<file path="config.mk">
export PLATFORM = sky130hd
export DESIGN_NAME = csl_host
export DESIGN_NICKNAME = d
export VERILOG_FILES = /design/src/csl_pkg.sv /design/src/csl_sync3.sv /design/src/csl_host.sv
export SDC_FILE = /design/constraint.sdc
export NUM_CORES = 1
export LEC_CHECK = 0
export ABC_AREA = 1
export BUFFER_PORTS_ARGS = -buffer_cell sky130_fd_sc_hd__buf_2
export CORE_MARGIN = 8
export CORE_UTILIZATION = 57
export DETAILED_ROUTE_END_ITERATION = 16
export PLACE_DENSITY = 0.84
export REMOVE_ABC_BUFFERS = 1
export SLEW_MARGIN = 15
export SYNTH_ARGS = -nofsm -noshare
export SYNTH_HDL_FRONTEND = slang
export SYNTH_SLANG_ARGS = --single-unit
</file>
<file path="constraint.sdc">
create_clock -name ref_clk -period 3.41 [get_ports ref_clk]
set_input_delay 0.682 -clock ref_clk [delete_from_list [all_inputs] [get_ports ref_clk]]
set_output_delay 0.682 -clock ref_clk [all_outputs]
set_load 0.005 [all_outputs]
</file>
<file path="src/csl_pkg.sv">
// shared constants and types for the card select and byte lane host controller
package csl_pkg;
  // bus geometry
  localparam int DATA_W     = 16;
  localparam int LANE_W     = 8;
  localparam int ADDR_W     = 11;
  localparam int IDE_ADDR_W = 3;

  // clock and access timing
  localparam int CLK_PERIOD_PS = 8000;
  localparam int SETUP_NS      = 30;
  localparam int STROBE_NS     = 80;
  localparam int HOLD_NS       = 20;
  localparam int CNT_W         = 4;
  // least times round up to whole cycles
  localparam logic [CNT_W-1:0] SETUP_CYC  =
    CNT_W'((SETUP_NS * 1000 + CLK_PERIOD_PS - 1) / CLK_PERIOD_PS);
  localparam logic [CNT_W-1:0] STROBE_CYC =
    CNT_W'((STROBE_NS * 1000 + CLK_PERIOD_PS - 1) / CLK_PERIOD_PS);
  localparam logic [CNT_W-1:0] HOLD_CYC   =
    CNT_W'((HOLD_NS * 1000 + CLK_PERIOD_PS - 1) / CLK_PERIOD_PS);
  localparam logic [CNT_W-1:0] CNT_ONE    = 4'h1;
  localparam logic [CNT_W-1:0] CNT_ZERO   = 4'h0;

  // pin levels
  localparam logic PIN_ASSERTED = 1'b0;
  localparam logic PIN_NEGATED  = 1'b1;
  localparam logic BYTE_EVEN    = 1'b0;
  localparam logic BYTE_ODD     = 1'b1;
  localparam logic [LANE_W-1:0] LANE_ZERO = 8'h00;
  localparam logic [ADDR_W-IDE_ADDR_W-1:0] IDE_UPPER_ZERO = 8'h00;

  // access kinds in the two card modes
  typedef enum logic [1:0] {
    KIND_WORD  = 2'h0,  // both enables, full bus
    KIND_EVEN  = 2'h1,  // low enable, even address, low lane
    KIND_ODD8  = 2'h2,  // low enable, odd address, odd byte on low lane
    KIND_ODD16 = 2'h3   // high enable only, high lane
  } csl_kind_e;

  // access sequencer, one-hot
  typedef enum logic [3:0] {
    ST_IDLE   = 4'h1,
    ST_SETUP  = 4'h2,
    ST_STROBE = 4'h4,
    ST_HOLD   = 4'h8
  } csl_state_e;
endpackage : csl_pkg

</file>
<file path="src/csl_sync3.sv">
// three-stage input synchroniser that updates only once the last two stages agree
`timescale 1ns/1ps
`default_nettype none
module csl_sync3 #(
  parameter int W = 16
) (
  // clock and reset
  input  wire logic         ref_clk,
  input  wire logic         resetn,
  // asynchronous pin level in, settled level out
  input  wire logic [W-1:0] pinIn,
  output logic      [W-1:0] settled
);
  logic [W-1:0] s1_ff;
  logic [W-1:0] s2_ff;
  logic [W-1:0] s3_ff;
  logic [W-1:0] settled_ff;

  // stage one is read by stage two alone, to keep metastability contained
  always_ff @(posedge ref_clk) begin
    if (!resetn) begin
      s1_ff <= '0;
      s2_ff <= '0;
      s3_ff <= '0;
    end else begin
      s1_ff <= pinIn;
      s2_ff <= s1_ff;
      s3_ff <= s2_ff;
    end
  end

  // per bit, a change counts only when stages two and three agree
  always_ff @(posedge ref_clk) begin
    if (!resetn) begin
      settled_ff <= '0;
    end else begin
      for (int i = 0; i < W; i++) begin
        if (s2_ff[i] == s3_ff[i]) begin
          settled_ff[i] <= s3_ff[i];
        end
      end
    end
  end

  assign settled = settled_ff;
endmodule : csl_sync3
`default_nettype wire

</file>
<file path="src/csl_host.sv">
// host controller driving card enables, range selects, strap and data lanes of a flash card
//
// Overview of operation
// - enables select card and give byte/word
// - dma acknowledge: selects negated, 16-bit transfers
// - card modes: strap follows upper address line
// - data line 0 even, line 8 odd
// - task file accesses byte-wide, low lane
// - IDE: only dma transfers use the full bus
// - IDE: three address lines, rest grounded
`timescale 1ns/1ps
`default_nettype none
module csl_host
  import csl_pkg::*;
(
  // clock and reset
  input  wire logic              ref_clk,
  input  wire logic              resetn,
  // configuration, same clock domain
  input  wire logic              cfgIdeMode,
  input  wire logic              cfgSlave,
  // user request
  input  wire logic              reqValid,
  input  wire logic              reqWrite,
  input  wire csl_kind_e         reqKind,
  input  wire logic              reqControlRange,
  input  wire logic              reqDma,
  input  wire logic [ADDR_W-1:0] reqAddr,
  input  wire logic              reqUpperAddr,
  input  wire logic [DATA_W-1:0] reqWdata,
  output logic                   reqReady,
  // user answer
  output logic                   rdValid,
  output logic      [DATA_W-1:0] rdData,
  // card pins; the enables double as the two range selects in IDE mode
  output logic                   lowByteCardEnableN,
  output logic                   highByteCardEnableN,
  output logic                   dmaAcknowledgeN,
  output logic      [ADDR_W-1:0] hostAddress,
  output logic                   hostReadN,
  output logic                   hostWriteN,
  output logic                   strapOut,
  output logic                   strapOe,
  input  wire logic [DATA_W-1:0] hostDataBusIn,
  output logic      [DATA_W-1:0] hostDataBusOut,
  output logic                   hostDataBusOe
);
  csl_state_e        state_ff;
  logic [CNT_W-1:0]  cnt_ff;
  logic              ready_ff;
  logic              rdValid_ff;
  logic [DATA_W-1:0] rdData_ff;
  logic              loCeN_ff;
  logic              hiCeN_ff;
  logic              dmaAckN_ff;
  logic [ADDR_W-1:0] addr_ff;
  logic              rdN_ff;
  logic              wrN_ff;
  logic              strapOut_ff;
  logic              strapOe_ff;
  logic [DATA_W-1:0] dOut_ff;
  logic              dOe_ff;
  logic              write_ff;
  logic              hiLane_ff;
  logic              wordAcc_ff;
  logic [DATA_W-1:0] dataSettled;
  logic              accept;
  logic              lastCnt;
  logic              nxt_loCeN;
  logic              nxt_hiCeN;
  logic              nxt_dmaAckN;
  logic              nxt_hiLane;
  logic              nxt_word;
  logic [ADDR_W-1:0] nxt_addr;
  logic [DATA_W-1:0] nxt_dOut;

  // read data arrive from the pins and must be synchronised
  csl_sync3 #(.W(DATA_W)) u_dataSync (
    .ref_clk (ref_clk),
    .resetn  (resetn),
    .pinIn   (hostDataBusIn),
    .settled (dataSettled)
  );

  assign accept  = reqValid && ready_ff;
  assign lastCnt = (cnt_ff == CNT_ONE);

  // pin pattern for a new access, worked out from mode and kind
  always_comb begin
    nxt_loCeN   = PIN_NEGATED;
    nxt_hiCeN   = PIN_NEGATED;
    nxt_dmaAckN = PIN_NEGATED;
    nxt_hiLane  = 1'b0;
    nxt_word    = 1'b0;
    nxt_addr    = reqAddr;
    if (cfgIdeMode) begin
      nxt_addr = {IDE_UPPER_ZERO, reqAddr[IDE_ADDR_W-1:0]};
      if (reqDma) begin
        nxt_dmaAckN = PIN_ASSERTED;
        nxt_word    = 1'b1;
      end else if (reqControlRange) begin
        nxt_hiCeN = PIN_ASSERTED;
      end else begin
        nxt_loCeN = PIN_ASSERTED;
      end
    end else begin
      case (reqKind)
        KIND_WORD: begin
          nxt_loCeN = PIN_ASSERTED;
          nxt_hiCeN = PIN_ASSERTED;
          nxt_word  = 1'b1;
          nxt_addr[0] = BYTE_EVEN;
        end
        KIND_EVEN: begin
          nxt_loCeN   = PIN_ASSERTED;
          nxt_addr[0] = BYTE_EVEN;
        end
        KIND_ODD8: begin
          nxt_loCeN   = PIN_ASSERTED;
          nxt_addr[0] = BYTE_ODD;
        end
        KIND_ODD16: begin
          nxt_hiCeN  = PIN_ASSERTED;
          nxt_hiLane = 1'b1;
        end
        default: begin
          nxt_loCeN = PIN_NEGATED;
        end
      endcase
    end
    // even byte sits on lines 7..0, odd byte on lines 15..8
    if (nxt_word) begin
      nxt_dOut = reqWdata;
    end else if (nxt_hiLane) begin
      nxt_dOut = {reqWdata[LANE_W-1:0], LANE_ZERO};
    end else begin
      nxt_dOut = {LANE_ZERO, reqWdata[LANE_W-1:0]};
    end
  end

  // access sequencer: setup, strobe, hold, with one countdown
  always_ff @(posedge ref_clk) begin
    if (!resetn) begin
      state_ff <= ST_IDLE;
      cnt_ff   <= CNT_ZERO;
      ready_ff <= 1'b0;
    end else begin
      case (state_ff)
        ST_IDLE: begin
          ready_ff <= !accept;
          if (accept) begin
            state_ff <= ST_SETUP;
            cnt_ff   <= SETUP_CYC;
          end
        end
        ST_SETUP: begin
          cnt_ff <= cnt_ff - CNT_ONE;
          if (lastCnt) begin
            state_ff <= ST_STROBE;
            cnt_ff   <= STROBE_CYC;
          end
        end
        ST_STROBE: begin
          cnt_ff <= cnt_ff - CNT_ONE;
          if (lastCnt) begin
            state_ff <= ST_HOLD;
            cnt_ff   <= HOLD_CYC;
          end
        end
        ST_HOLD: begin
          cnt_ff <= cnt_ff - CNT_ONE;
          if (lastCnt) begin
            state_ff <= ST_IDLE;
            ready_ff <= 1'b1;
          end
        end
        default: begin
          state_ff <= ST_IDLE;
          ready_ff <= 1'b0;
        end
      endcase
    end
  end

  // selects and address are held from setup through hold, then the selects negated and the address kept
  always_ff @(posedge ref_clk) begin
    if (!resetn) begin
      loCeN_ff   <= PIN_NEGATED;
      hiCeN_ff   <= PIN_NEGATED;
      dmaAckN_ff <= PIN_NEGATED;
      addr_ff    <= '0;
      write_ff   <= 1'b0;
      hiLane_ff  <= 1'b0;
      wordAcc_ff <= 1'b0;
      dOut_ff    <= '0;
    end else if (accept) begin
      loCeN_ff   <= nxt_loCeN;
      hiCeN_ff   <= nxt_hiCeN;
      dmaAckN_ff <= nxt_dmaAckN;
      addr_ff    <= nxt_addr;
      write_ff   <= reqWrite;
      hiLane_ff  <= nxt_hiLane;
      wordAcc_ff <= nxt_word;
      dOut_ff    <= nxt_dOut;
    end else if (state_ff == ST_HOLD && lastCnt) begin
      loCeN_ff   <= PIN_NEGATED;
      hiCeN_ff   <= PIN_NEGATED;
      dmaAckN_ff <= PIN_NEGATED;
    end
  end

  // strobes only inside the selected window; data driven only for writes
  always_ff @(posedge ref_clk) begin
    if (!resetn) begin
      rdN_ff <= PIN_NEGATED;
      wrN_ff <= PIN_NEGATED;
      dOe_ff <= 1'b0;
    end else begin
      if (state_ff == ST_SETUP && lastCnt) begin
        rdN_ff <= write_ff ? PIN_NEGATED : PIN_ASSERTED;
        wrN_ff <= write_ff ? PIN_ASSERTED : PIN_NEGATED;
      end else if (state_ff == ST_STROBE && lastCnt) begin
        rdN_ff <= PIN_NEGATED;
        wrN_ff <= PIN_NEGATED;
      end
      // bus released as soon as the selects drop
      if (accept) begin
        dOe_ff <= reqWrite;
      end else if (state_ff == ST_HOLD && lastCnt) begin
        dOe_ff <= 1'b0;
      end
    end
  end

  // read sample at the end of the strobe, lane picked back into the low byte
  always_ff @(posedge ref_clk) begin
    if (!resetn) begin
      rdValid_ff <= 1'b0;
      rdData_ff  <= '0;
    end else begin
      rdValid_ff <= (state_ff == ST_STROBE) && lastCnt && !write_ff;
      if ((state_ff == ST_STROBE) && lastCnt && !write_ff) begin
        if (wordAcc_ff) begin
          rdData_ff <= dataSettled;
        end else if (hiLane_ff) begin
          rdData_ff <= {LANE_ZERO, dataSettled[DATA_W-1:LANE_W]};
        end else begin
          rdData_ff <= {LANE_ZERO, dataSettled[LANE_W-1:0]};
        end
      end
    end
  end

  // strap: card modes follow upper address, IDE grounds for master or floats for slave
  always_ff @(posedge ref_clk) begin
    if (!resetn) begin
      strapOut_ff <= 1'b0;
      strapOe_ff  <= 1'b1;
    end else if (cfgIdeMode) begin
      strapOut_ff <= 1'b0;
      strapOe_ff  <= !cfgSlave; // card pull-up reads high when released
    end else begin
      strapOe_ff <= 1'b1;
      if (accept) begin
        strapOut_ff <= reqUpperAddr;
      end
    end
  end

  assign reqReady            = ready_ff;
  assign rdValid             = rdValid_ff;
  assign rdData              = rdData_ff;
  assign lowByteCardEnableN  = loCeN_ff;
  assign highByteCardEnableN = hiCeN_ff;
  assign dmaAcknowledgeN     = dmaAckN_ff;
  assign hostAddress         = addr_ff;
  assign hostReadN           = rdN_ff;
  assign hostWriteN          = wrN_ff;
  assign strapOut            = strapOut_ff;
  assign strapOe             = strapOe_ff;
  assign hostDataBusOut      = dOut_ff;
  assign hostDataBusOe       = dOe_ff;

  // helper: strobe length so far; still holds the full count at the edge that first sees the release
  logic [CNT_W-1:0] strobeLen_ff;
  always_ff @(posedge ref_clk) begin
    if (!resetn) begin
      strobeLen_ff <= CNT_ZERO;
    end else if (!(rdN_ff && wrN_ff)) begin
      strobeLen_ff <= strobeLen_ff + CNT_ONE;
    end else begin
      strobeLen_ff <= CNT_ZERO;
    end
  end

  strobe_needs_select_a: assert property (@(posedge ref_clk) disable iff (!resetn)
    !(rdN_ff && wrN_ff) |-> !(loCeN_ff && hiCeN_ff && dmaAckN_ff))
    else $error("strobe without any select");
  bus_released_idle_a: assert property (@(posedge ref_clk) disable iff (!resetn)
    (loCeN_ff && hiCeN_ff && dmaAckN_ff) |-> !dOe_ff)
    else $error("data driven while card not selected");
  dma_selects_off_a: assert property (@(posedge ref_clk) disable iff (!resetn)
    !dmaAckN_ff |-> (loCeN_ff && hiCeN_ff && wordAcc_ff))
    else $error("range select active during dma acknowledge");
  odd_high_lane_a: assert property (@(posedge ref_clk) disable iff (!resetn)
    accept && !cfgIdeMode && reqKind == KIND_ODD16 ##1 1'b1
    |-> !hiCeN_ff && loCeN_ff && hiLane_ff)
    else $error("odd byte not on high enable");
  low_addr_bit_a: assert property (@(posedge ref_clk) disable iff (!resetn)
    accept && !cfgIdeMode && reqKind == KIND_ODD8
    |=> !loCeN_ff && hiCeN_ff && addr_ff[0] == BYTE_ODD)
    else $error("odd byte via low enable mis-encoded");
  ide_addr_ground_a: assert property (@(posedge ref_clk) disable iff (!resetn)
    accept && cfgIdeMode |=> addr_ff[ADDR_W-1:IDE_ADDR_W] == IDE_UPPER_ZERO)
    else $error("upper address not grounded in IDE mode");
  ide_strap_role_a: assert property (@(posedge ref_clk) disable iff (!resetn)
    $stable(cfgIdeMode) && cfgIdeMode && $stable(cfgSlave)
    |=> (strapOe_ff == !$past(cfgSlave)) && !strapOut_ff)
    else $error("strap does not reflect role");
  strobe_length_a: assert property (@(posedge ref_clk) disable iff (!resetn)
    $rose(rdN_ff && wrN_ff) |-> strobeLen_ff == STROBE_CYC)
    else $error("strobe pulse length wrong");
  low_lane_write_a: assert property (@(posedge ref_clk) disable iff (!resetn)
    accept && cfgIdeMode && !reqDma |=> dOut_ff[DATA_W-1:LANE_W] == LANE_ZERO)
    else $error("task file write uses high lane");

  word_cover: cover property (@(posedge ref_clk) disable iff (!resetn)
    accept && !cfgIdeMode && reqKind == KIND_WORD);
  dma_cover: cover property (@(posedge ref_clk) disable iff (!resetn)
    accept && cfgIdeMode && reqDma);
  read_cover: cover property (@(posedge ref_clk) disable iff (!resetn) rdValid_ff && hiLane_ff);
endmodule : csl_host
`default_nettype wire

</file>
==> results of run 1 <==
[layout by cell type (no fill, tap or decap)]
| cell | count |
|---|---|
| nand2_1 | 152 |
| nand4_1 | 1 |
| inv_1 | 69 |
| nor3_1 | 1 |
| a21boi_0 | 1 |
| nand3b_1 | 2 |
| dfxtp_1 | 128 |
| nor2_1 | 46 |
| o22ai_1 | 1 |
| or2_2 | 1 |
| clkbuf_8 | 1 |
| nand3_4 | 1 |
| or2_4 | 1 |
| nand3_1 | 41 |
| inv_6 | 8 |
| nor2_8 | 1 |
| o21ai_1 | 4 |
| o21ai_0 | 46 |
| a31oi_1 | 8 |
| nor2_2 | 2 |
| nand2_2 | 4 |
| o21ai_4 | 1 |
| buf_4 | 2 |
| o211ai_1 | 1 |
| buf_2 | 106 |
| clkbuf_16 | 16 |
| o31ai_1 | 1 |
| a21oi_1 | 40 |
| clkinvlp_4 | 5 |
| inv_2 | 7 |
| ha_1 | 6 |
| xor2_1 | 1 |
| nand4_2 | 1 |
| nor2_4 | 3 |
| a32oi_1 | 1 |
| clkinv_4 | 2 |
[sequential cells by signal, indices dropped and copies added (netlist names), 4 cells and up]
register,count
state_ff,4
u_dataSync.s2_ff,16
rdData,16
hostDataBusOut,16
hostAddress,11
u_dataSync.s1_ff,16
cnt_ff,4
u_dataSync.settled,16
u_dataSync.s3_ff,16
[cell type report]
type / instances / area (um^2)
flip-flops and latches: 128 / 2560
fillers: 601 / 2320
multi-input cells: 368 / 1750
repair buffers: 108 / 546
clock buffers: 17 / 414
inverters: 76 / 285
well taps: 105 / 131
clock inverters: 15 / 125
[critical path, cell delays in order (launching register included)]
cell     delay [ns]
dfxtp_1        0.33
nand2_2        0.30
inv_2          0.33
nor2_2         0.46
inv_2          0.19
o21ai_0        0.18
[how the worst max path moves through the flow]
| stage | cells past startpoint | end | slack (ns) | startpoint |
|---|---|---|---|---|
| floorplan | 5 | wordAcc_ff | 1.63 | reqValid |
| global placement | 6 | write_ff | 1.20 | reqValid |
| detailed placement | 6 | wordAcc_ff | 1.12 | reqValid |
| CTS | 5 | wordAcc_ff | 1.56 | reqReady |
| global route | 5 | hostAddress[9] | 1.35 | reqReady |
| finish | 5 | wordAcc_ff | 1.54 | reqReady |
[cell families after synthesis]
family / count (synthesis) / synth area share
AND/OR/NAND/NOR: 257 / 0.235
flip-flops: 128 / 0.543
AO/OA/AOI/OAI: 104 / 0.117
buffers and inverters: 98 / 0.0862
adder cells (fa/ha/maj): 6 / 0.0159
XOR/XNOR: 1 / 0.00186
[through the flow]
| stage | cell area, um^2 | std cells | hold slack [ns] | setup slack (ns) |
|---|---|---|---|---|
| after global routing | 5810 | 817 | 0.335 | 1.35 |
| after floorplan | 4600 | 572 | 0.390 | 1.63 |
| after global placement | 5270 | 785 | 0.393 | 1.20 |
| after detailed placement | 5270 | 785 | 0.398 | 1.12 |
| after CTS | 5810 | 817 | 0.334 | 1.56 |
| final | 5810 | 817 | 0.346 | 1.54 |
[Yosys cell counts (2+ instances only)]
library cell	count	area (um^2)
nand2_1	152	571
a31oi_1	8	50.1
dfxtp_1	128	2560
clkbuf_1	7	26.3
nor2_4	3	33.8
ha_1	6	75.1
buf_6	2	22.5
buf_2	10	50.1
o21ai_1	4	20.0
nand2_2	4	25.0
nor2_2	2	12.5
nand3_1	41	205
a21oi_1	40	200
inv_1	69	259
nor2_1	46	173
o21ai_0	46	230
buf_4	3	22.5
nand3b_1	2	15.0
inv_2	7	26.3
[power groups by stage]
stage               combinational, mW  clock (mW)  sequential, mW
global placement                0.234           0            1.62
detailed placement              0.245           0            1.62
finish                          0.248        1.63            1.59
CTS                             0.250        1.64            1.59
global route                    0.279        1.71            1.60
floorplan                       0.129           0            1.62
[routing by layer]
| metal | share of wire | track usage | up-vias |
|---|---|---|---|
| met3 | 0.059 | 0.0606 | 23 |
| met5 | 0 | 0 | - |
| li1 | - | - | 2087 |
| met4 | 0.019 | 0.0784 | 0 |
| met1 | 0.39 | 0.213 | 1941 |
| met2 | 0.53 | 0.362 | 125 |
==> results.py, run 1 <==
metrics = {
    "status": {
        "status": "finished clean",
    },
    "timing": {
        "slew_headroom": 0.634,
        "finalSetupViolCount": 0,
        "timing.final.max_slew_violations": 0,
        "grt_setup_unrepaired": "no",
        "finalHoldViolCount": 0,
        "fmax_mhz": 535,
        "period_share": 0.548,
        "skew_ns": 0.00712,
        "fin_crit_ns": 1.87,
        "worst_pin_slew_ns": 0.548,
        "fin_tns_setup_ns": 0,
    },
    "global_routing": {
        "grt_start_max_net_pins": 58,
        "antenna_found_initial": 0,
        "gr-total-overflow": 0,
        "gr-usage-all-layers": 0.200,
        "grt_pass1_wl_mm": 18.6,
        "grt_pass1_vias": 4122,
    },
    "routing": {
        "postRouteAntennaNets": 0,
        "avgViaCountPerCell": 5.11,
        "wl_per_cell_um": 13.9,
        "drt_iter0_drc": 227,
        "wirelength_mm": 11.3,
        "drcViolationCount": 0,
        "dr.pass1.iters": 4,
        "vias": 4176,
    },
    "clock_tree": {
        "cts_setup_buffers": 0,
        "clockBufferDepth": 2,
        "cts_resized": 0,
        "ctsHtreeMaxLevel": 4,
        "clk_pin_slew_worst_paths_ns": 0.06,
        "cts_buffers": 17,
        "clk_latency_ns": 0.52,
        "cts_tree": "yes",
        "clock_sinks": 128,
        "ctsHoldBuffers": 0,
        "cts_root_buf": "clkbuf_8",
    },
    "placed_design": {
        "port_buffers": 106,
        "gp_congestion": 0.909,
        "dp_hpwl_mm": 7.63,
    },
    "min_path": {
        "holdPathStages": 3,
        "hp-start": "hostDataBusIn[7]",
        "hold_end": "u_dataSync.s1_ff[7]",
        "hold_class": "primary input to flop",
    },
    "setup_path": {
        "reg2reg_from": "reqReady",
        "worstSetupPathType": "flop to flop",
        "worst_ep_required_time_ns": 3.85,
        "r2r_end": "wordAcc_ff",
        "ff2ff_setup_slack_ns": 1.54,
        "critPathMaxFanout": 34,
        "reg2reg_depth": 5,
        "cp.arrival_ns": 2.31,
        "critPathCaptureType": "flop",
        "crit_path_start_kind": "flop",
    },
    "cells_and_area": {
        "antenna_cells": 0,
        "syn_to_final_growth_pct": 23.2,
        "drive_above_1_share": 0.228,
        "final_util": 0.715,
        "fin_nets": 759,
    },
    "synth": {
        "synth-edff-count": 0,
        "yosys_warnings": 0,
        "synth_seq_cells": 128,
        "post_synth.cell_area_avg_um2": 7.94,
        "synth_cells": 594,
        "synthArstFlopShare": 0,
        "synthFlopType": "dfxtp_1",
        "netlist_area_um2": 4720,
        "synth_seq_area_share": 0.543,
        "synth_cell_type_count": 33,
    },
    "die": {
        "ios": 107,
        "die_area_um2": 11400,
        "start_util": 0.580,
        "row_count": 33,
        "fp.dieH_um": 107,
        "core-area_um2": 8130,
        "die_w_um": 107,
    },
    "pwr": {
        "ir_drop_v": 0.000359,
        "internal_power_mw": 2.56,
        "pwr_density_cell_nw_per_um2": 596,
        "power_mw": 3.47,
        "combPwrFrac": 0.072,
        "power_frac_clock": 0.469,
        "switching_share": 0.261,
        "p_switching_mw": 0.905,
        "p_leak_nw": 2.86,
        "pwr-share-seq": 0.460,
    },
    "job": {
        "maxCapViolations": 0,
    },
}
Note: power is estimated with default switching activity, not from simulation.
==> run 2, diff against run 1 <==
--- a/config.mk
+++ b/config.mk
@@ -8,9 +8,9 @@
 export ABC_AREA = 1
 export BUFFER_PORTS_ARGS = -buffer_cell sky130_fd_sc_hd__buf_2
 export CORE_MARGIN = 8
-export CORE_UTILIZATION = 57
+export CORE_UTILIZATION = 48
 export DETAILED_ROUTE_END_ITERATION = 16
-export PLACE_DENSITY = 0.84
+export PLACE_DENSITY = 0.75
 export REMOVE_ABC_BUFFERS = 1
 export SLEW_MARGIN = 15
 export SYNTH_ARGS = -nofsm -noshare
==> constraint.sdc (replaced) <==
create_clock -name ref_clk -period 1.51 [get_ports ref_clk]
set_input_delay 0.302 -clock ref_clk [delete_from_list [all_inputs] [get_ports ref_clk]]
set_output_delay 0.302 -clock ref_clk [all_outputs]
set_load 0.005 [all_outputs]
==> run 2 against run 1 <==
Effect of this change: the flow now finishes with violations (setup timing); clock power rose by 130%; count of clock-buffer cells in the layout up 1; critical path depth grew 4; critical path type unchanged; clock skew increased by 0.0026 ns; critical endpoint is now rdData[9]; utilization decreased by 5.8 points; worst setup slack lost 1.6 ns; via count up 5.2%; power is 130% higher; non-clock buffer count grew 35; sequential power increased by 130%.
==> results.py, run 2 (synthesis results as in run 1) <==
metrics = {
    "status": {
        "status": "finished with violations",
        "violations": "setup timing",
    },
    "timing": {
        "slew_headroom": 0.662,
        "fin_crit_ns": 1.53,
        "grt_setup_unrepaired": "yes",
        "fin_tns_setup_ns": -0.0225,
        "worst_pin_slew_ns": 0.507,
        "finalSetupViolCount": 1,
        "skew_ns": 0.00970,
        "fmax_mhz": 653,
        "period_share": 1.01,
        "finalHoldViolCount": 0,
        "setup_ws_ns": -0.0225,
        "timing.final.max_slew_violations": 0,
    },
    "die": {
        "die_w_um": 115,
        "core-area_um2": 9640,
        "ios": 107,
        "fp.dieH_um": 115,
        "start_util": 0.489,
        "die_area_um2": 13300,
        "row_count": 36,
    },
    "clock_tree": {
        "clk_latency_ns": 0.51,
        "cts_buffers": 17,
        "clk_pin_slew_worst_paths_ns": 0.06,
        "clockBufferDepth": 2,
        "cts_tree": "yes",
        "ctsHtreeMaxLevel": 4,
        "clock_sinks": 128,
        "cts_root_buf": "clkbuf_8",
    },
    "pwr": {
        "combPwrFrac": 0.083,
        "p_leak_nw": 3.06,
        "pwr-share-seq": 0.448,
        "ir_drop_v": 0.00105,
        "pwr_density_cell_nw_per_um2": 1270,
        "power_frac_clock": 0.468,
        "p_switching_mw": 2.01,
        "internal_power_mw": 6.00,
        "switching_share": 0.251,
    },
    "setup_path": {
        "cp.arrival_ns": 1.92,
        "ff2ff_setup_slack_ns": -0.02,
        "critPathCaptureType": "flop",
        "reg2reg_from": "cnt_ff[1]",
        "r2r_end": "rdData[9]",
        "worst_ep_required_time_ns": 1.89,
        "worstSetupPathType": "flop to flop",
        "reg2reg_depth": 9,
        "crit_path_start": "cnt_ff[1]",
        "critPathMaxFanout": 6,
        "critPathCapture": "rdData[9]",
        "crit_path_start_kind": "flop",
    },
    "cells_and_area": {
        "drive_above_1_share": 0.259,
        "mostFrequentLayoutCells": "149 x nand2_1, 126 x dfxtp_1, 105 x buf_2",
        "fin_area_um2": 6330,
        "multi_input_area_um2": 1860,
        "syn_to_final_growth_pct": 34.1,
        "fin_nets": 797,
        "antenna_cells": 0,
        "regArea_um2": 2560,
        "nFillCells": 776,
        "mostFrequentLayoutCell": "nand2_1",
    },
    "routing": {
        "wl_per_cell_um": 14.1,
        "drt_iter0_drc": 250,
        "drcViolationCount": 0,
        "vias": 4393,
        "wirelength_mm": 12.4,
        "avgViaCountPerCell": 4.98,
        "dr.pass1.iters": 5,
        "postRouteAntennaNets": 0,
    },
    "placed_design": {
        "dp_hpwl_mm": 8.10,
        "gp_congestion": 0.840,
        "port_buffers": 106,
        "dpl_cell_area_um2": 5400,
        "preCtsSetupSlack_ns": -0.00785,
    },
    "job": {
        "maxCapViolations": 0,
    },
    "min_path": {
        "hold_class": "primary input to flop",
    },
    "global_routing": {
        "gr-total-overflow": 0,
        "antenna_found_initial": 0,
        "grt_start_max_net_pins": 34,
        "gr-usage-all-layers": 0.176,
        "grt_pass1_vias": 4075,
        "grt_pass1_wl_mm": 18.5,
    },
}
==> run 2: cell types whose count changed in the layout (fill, tap and decap cells not counted), moves of 4 or more <==
cell           delta
dlygate4sd3_1    +18
clkinv_4          +5
clkinvlp_4        -4
nand3_1           -4
buf_4            +15
o21ai_0           -4
nand3_2           +4
o21ai_1           +4
inv_6             -5
==> run 2: worst min path at each step <==
stage | to | from | cells past startpoint
after floorplan | hostWriteN | resetn | 1
after global placement | u_dataSync.s2_ff[1] | u_dataSync.s1_ff[1] | 2
after detailed placement | u_dataSync.s2_ff[0] | u_dataSync.s1_ff[0] | 2
after CTS | hostDataBusOut[0] | reqWdata[0] | 3
after global routing | hostAddress[9] | reqAddr[9] | 3
final | hostAddress[3] | reqAddr[3] | 3
==> run 2: layout make-up <==
class / count / area share
clock buffers: 18 / 0.0661
clock inverters: 14 / 0.0214
inverters: 76 / 0.0451
multi-input cells: 371 / 0.295
flip-flops and latches: 128 / 0.405
well taps: 133 / 0.0263
repair buffers: 143 / 0.141
==> run 2: power by group through the flow <==
stage	registers, mW	logic (mW)	clock network, mW
2_1_floorplan	3.66	0.291	0
3_3_place_gp	3.65	0.584	0
3_5_place_dp	3.66	0.608	0
4_1_cts	3.58	0.647	3.80
5_1_grt	3.60	0.738	3.98
6_report	3.59	0.668	3.75
==> run 2: worst max-delay path: stages (launching register included) <==
cell     delay, ns
dfxtp_2       0.33
inv_2         0.07
ha_4          0.14
nand2_4       0.06
nor2_4        0.21
buf_12        0.17
buf_12        0.11
nand3_4       0.13
nand3_2       0.09
o21ai_0       0.09
==> run 2: what timing repair did <==
item	4_1_cts	5_1_grt
hold buffers	18	0
setup buffers	0	7
resized for setup	0	23
cloned	0	3
endpoints found under the hold margin	18	0
pin swaps	1	5
endpoints found under the setup margin	4	22
==> run 2: routing by layer <==
metal  GRT usage  vias up  wire length (um)
met5           0        -                 0
met4       0.103        0               334
met3      0.0441       30               746
met2       0.303      154              6430
met1       0.192     2035              4900
li1            -     2174                 -
==> run 2: stage by stage <==
step                hold slack, ns  cells  utilization  total power, mW
global placement             0.392    823        0.560             4.24
finish                      0.0462    883        0.656             8.00
CTS                         0.0188    873        0.636             8.03
global route                0.0301    883        0.656             8.32
detailed placement           0.397    823        0.560             4.27
floorplan                    0.371    572            -             3.95
==> run 3, diff against run 2 <==
--- a/config.mk
+++ b/config.mk
@@ -7,6 +7,7 @@
 export LEC_CHECK = 0
 export ABC_AREA = 1
 export BUFFER_PORTS_ARGS = -buffer_cell sky130_fd_sc_hd__buf_2
+export CORE_ASPECT_RATIO = 1.5
 export CORE_MARGIN = 8
 export CORE_UTILIZATION = 48
 export DETAILED_ROUTE_END_ITERATION = 16
==> run 3 against run 2 <==
Effect of this change: the run now ends clean; sequential power about the same; critical path depth shrank 2; via count shrank 1.3%; cell count fell by 4.1%; critical endpoint is now hostWriteN.
==> results.py, run 3 (synthesis results as in run 1) <==
metrics = {
    "routing": {
        "drcViolationCount": 0,
        "dr.pass1.iters": 6,
        "drt_iter0_drc": 304,
        "wl_per_cell_um": 14.3,
        "avgViaCountPerCell": 5.12,
        "vias": 4335,
        "postRouteAntennaNets": 0,
        "wirelength_mm": 12.1,
    },
    "pwr": {
        "power_mw": 8.53,
        "ir_drop_v": 0.000998,
        "p_leak_nw": 3.01,
        "pwr_density_cell_nw_per_um2": 1380,
    },
    "clock_tree": {
        "cts_buffers": 17,
        "clock_sinks": 128,
        "ctsHoldBuffers": 0,
        "cts_root_buf": "clkbuf_16",
        "clk_pin_slew_worst_paths_ns": 0.06,
        "clockBufferDepth": 2,
        "cts_tree": "yes",
        "ctsHtreeMaxLevel": 4,
        "clk_latency_ns": 0.41,
    },
    "die": {
        "core-area_um2": 9630,
        "ios": 107,
        "row_count": 44,
        "die_area_um2": 13300,
        "start_util": 0.490,
        "fp.dieH_um": 137,
        "die_w_um": 97.0,
    },
    "placed_design": {
        "port_buffers": 106,
        "gp_congestion": 0.814,
        "dpl_cell_area_um2": 5370,
        "dpl.cell_count": 805,
        "dp_hpwl_mm": 8.04,
    },
    "timing": {
        "timing.final.max_slew_violations": 0,
        "fin_tns_setup_ns": 0,
        "period_share": 0.981,
        "skew_ns": 0.00402,
        "fin_crit_ns": 1.48,
        "slew_headroom": 0.646,
        "worst_pin_slew_ns": 0.530,
        "finalSetupViolCount": 0,
        "finalHoldViolCount": 0,
        "fmax_mhz": 675,
    },
    "cells_and_area": {
        "antenna_cells": 0,
        "mostFrequentLayoutCell": "nand2_1",
        "fin_area_um2": 6180,
        "nFillCells": 779,
        "final_util": 0.642,
        "layout.cells.non_filler": 847,
        "mostFrequentLayoutCells": "150 x nand2_1, 128 x dfxtp_1, 106 x buf_2",
        "syn_to_final_growth_pct": 31.0,
        "drive_above_1_share": 0.265,
        "fin_nets": 779,
    },
    "global_routing": {
        "grt_start_max_net_pins": 51,
        "grt_pass1_vias": 4154,
        "gr-usage-all-layers": 0.175,
        "grt_pass1_wl_mm": 19.1,
        "gr-total-overflow": 0,
        "antenna_found_initial": 0,
    },
    "setup_path": {
        "critPathCaptureType": "flop",
        "critPathMaxFanout": 5,
        "worst_ep_required_time_ns": 1.80,
        "crit_path_start_kind": "flop",
        "cp.arrival_ns": 1.77,
        "worstSetupPathType": "flop to flop",
    },
    "job": {
        "maxCapViolations": 0,
    },
    "min_path": {
        "hold_class": "primary input to flop",
    },
    "status": {
        "status": "finished clean",
    },
}
==> run 3: changes by cell type in the layout (fill, tap and decap cells not counted), moves of 3 or more <==
cell | before | now
dlygate4sd3_1 | 18 | 0
o21ai_2 | 0 | 7
bufinv_16 | 1 | 4
nand3_1 | 37 | 41
clkinvlp_4 | 1 | 5
nand3_2 | 4 | 0
o21ai_0 | 42 | 33
clkinv_4 | 7 | 1
==> run 3: worst paths after layout <==
path | start | endpoint | slack (ns) | cells after the start
worst min-delay path | hostDataBusIn[3] | u_dataSync.s1_ff[3] | 0.07 | 3
worst max-delay path | cnt_ff[0] | hostWriteN | 0.03 | 7
worst min register to register | u_dataSync.s1_ff[15] | u_dataSync.s2_ff[15] | 0.41 | 2
worst max register to register | cnt_ff[0] | hostWriteN | 0.03 | 7
==> run 3: metrics by stage <==
step / setup WS (ns) / hold slack (ns)
2_1_floorplan: 0.0815 / 0.371
3_3_place_gp: 0.0817 / 0.392
3_5_place_dp: -0.0181 / 0.398
4_1_cts: -0.0213 / 0.0560
5_1_grt: -0.0282 / 0.0631
6_report: 0.0284 / 0.0676
==> run 3: power by group <==
group	internal, mW	switching, mW	leakage, nW
Clock	2.85	1.48	0.298
Combinational	0.244	0.377	1.66
Sequential	3.52	0.0710	1.04
==> run 3: layer usage <==
metal | global-route usage | up-vias | wire length [um]
met5 | 0 | - | 0
li1 | - | 2148 | -
met2 | 0.311 | 171 | 6230
met1 | 0.180 | 1992 | 4750
met3 | 0.0693 | 24 | 849
met4 | 0.0738 | 0 | 248
==> run 3: what timing repair did <==
action,in CTS,in global routing
pin swaps,1,4
gates cloned,1,3
buffers inserted,0,6
resized for setup,6,26
setup endpoints to repair,10,28
endpoints found under the hold margin,0,0
==> run 3: critical path, cell delays in order (launching register included) <==
cell and delay (ns):
dfxtp_1 0.41, ha_4 0.17, nand2_2 0.07, nor2_4 0.16, buf_4 0.22, nand3_1 0.12
o21ai_0 0.13, nand2_1 0.09
==> run 3: layout make-up <==
cell class | instances | area (um^2) | area share
clock buffer | 19 | 453 | 0.0733
clock inverter | 13 | 185 | 0.0300
inverter | 76 | 285 | 0.0461
multi-input combinational | 372 | 1870 | 0.303
sequential | 128 | 2560 | 0.414
tap | 115 | 144 | 0.0233
timing repair buffer | 124 | 682 | 0.110
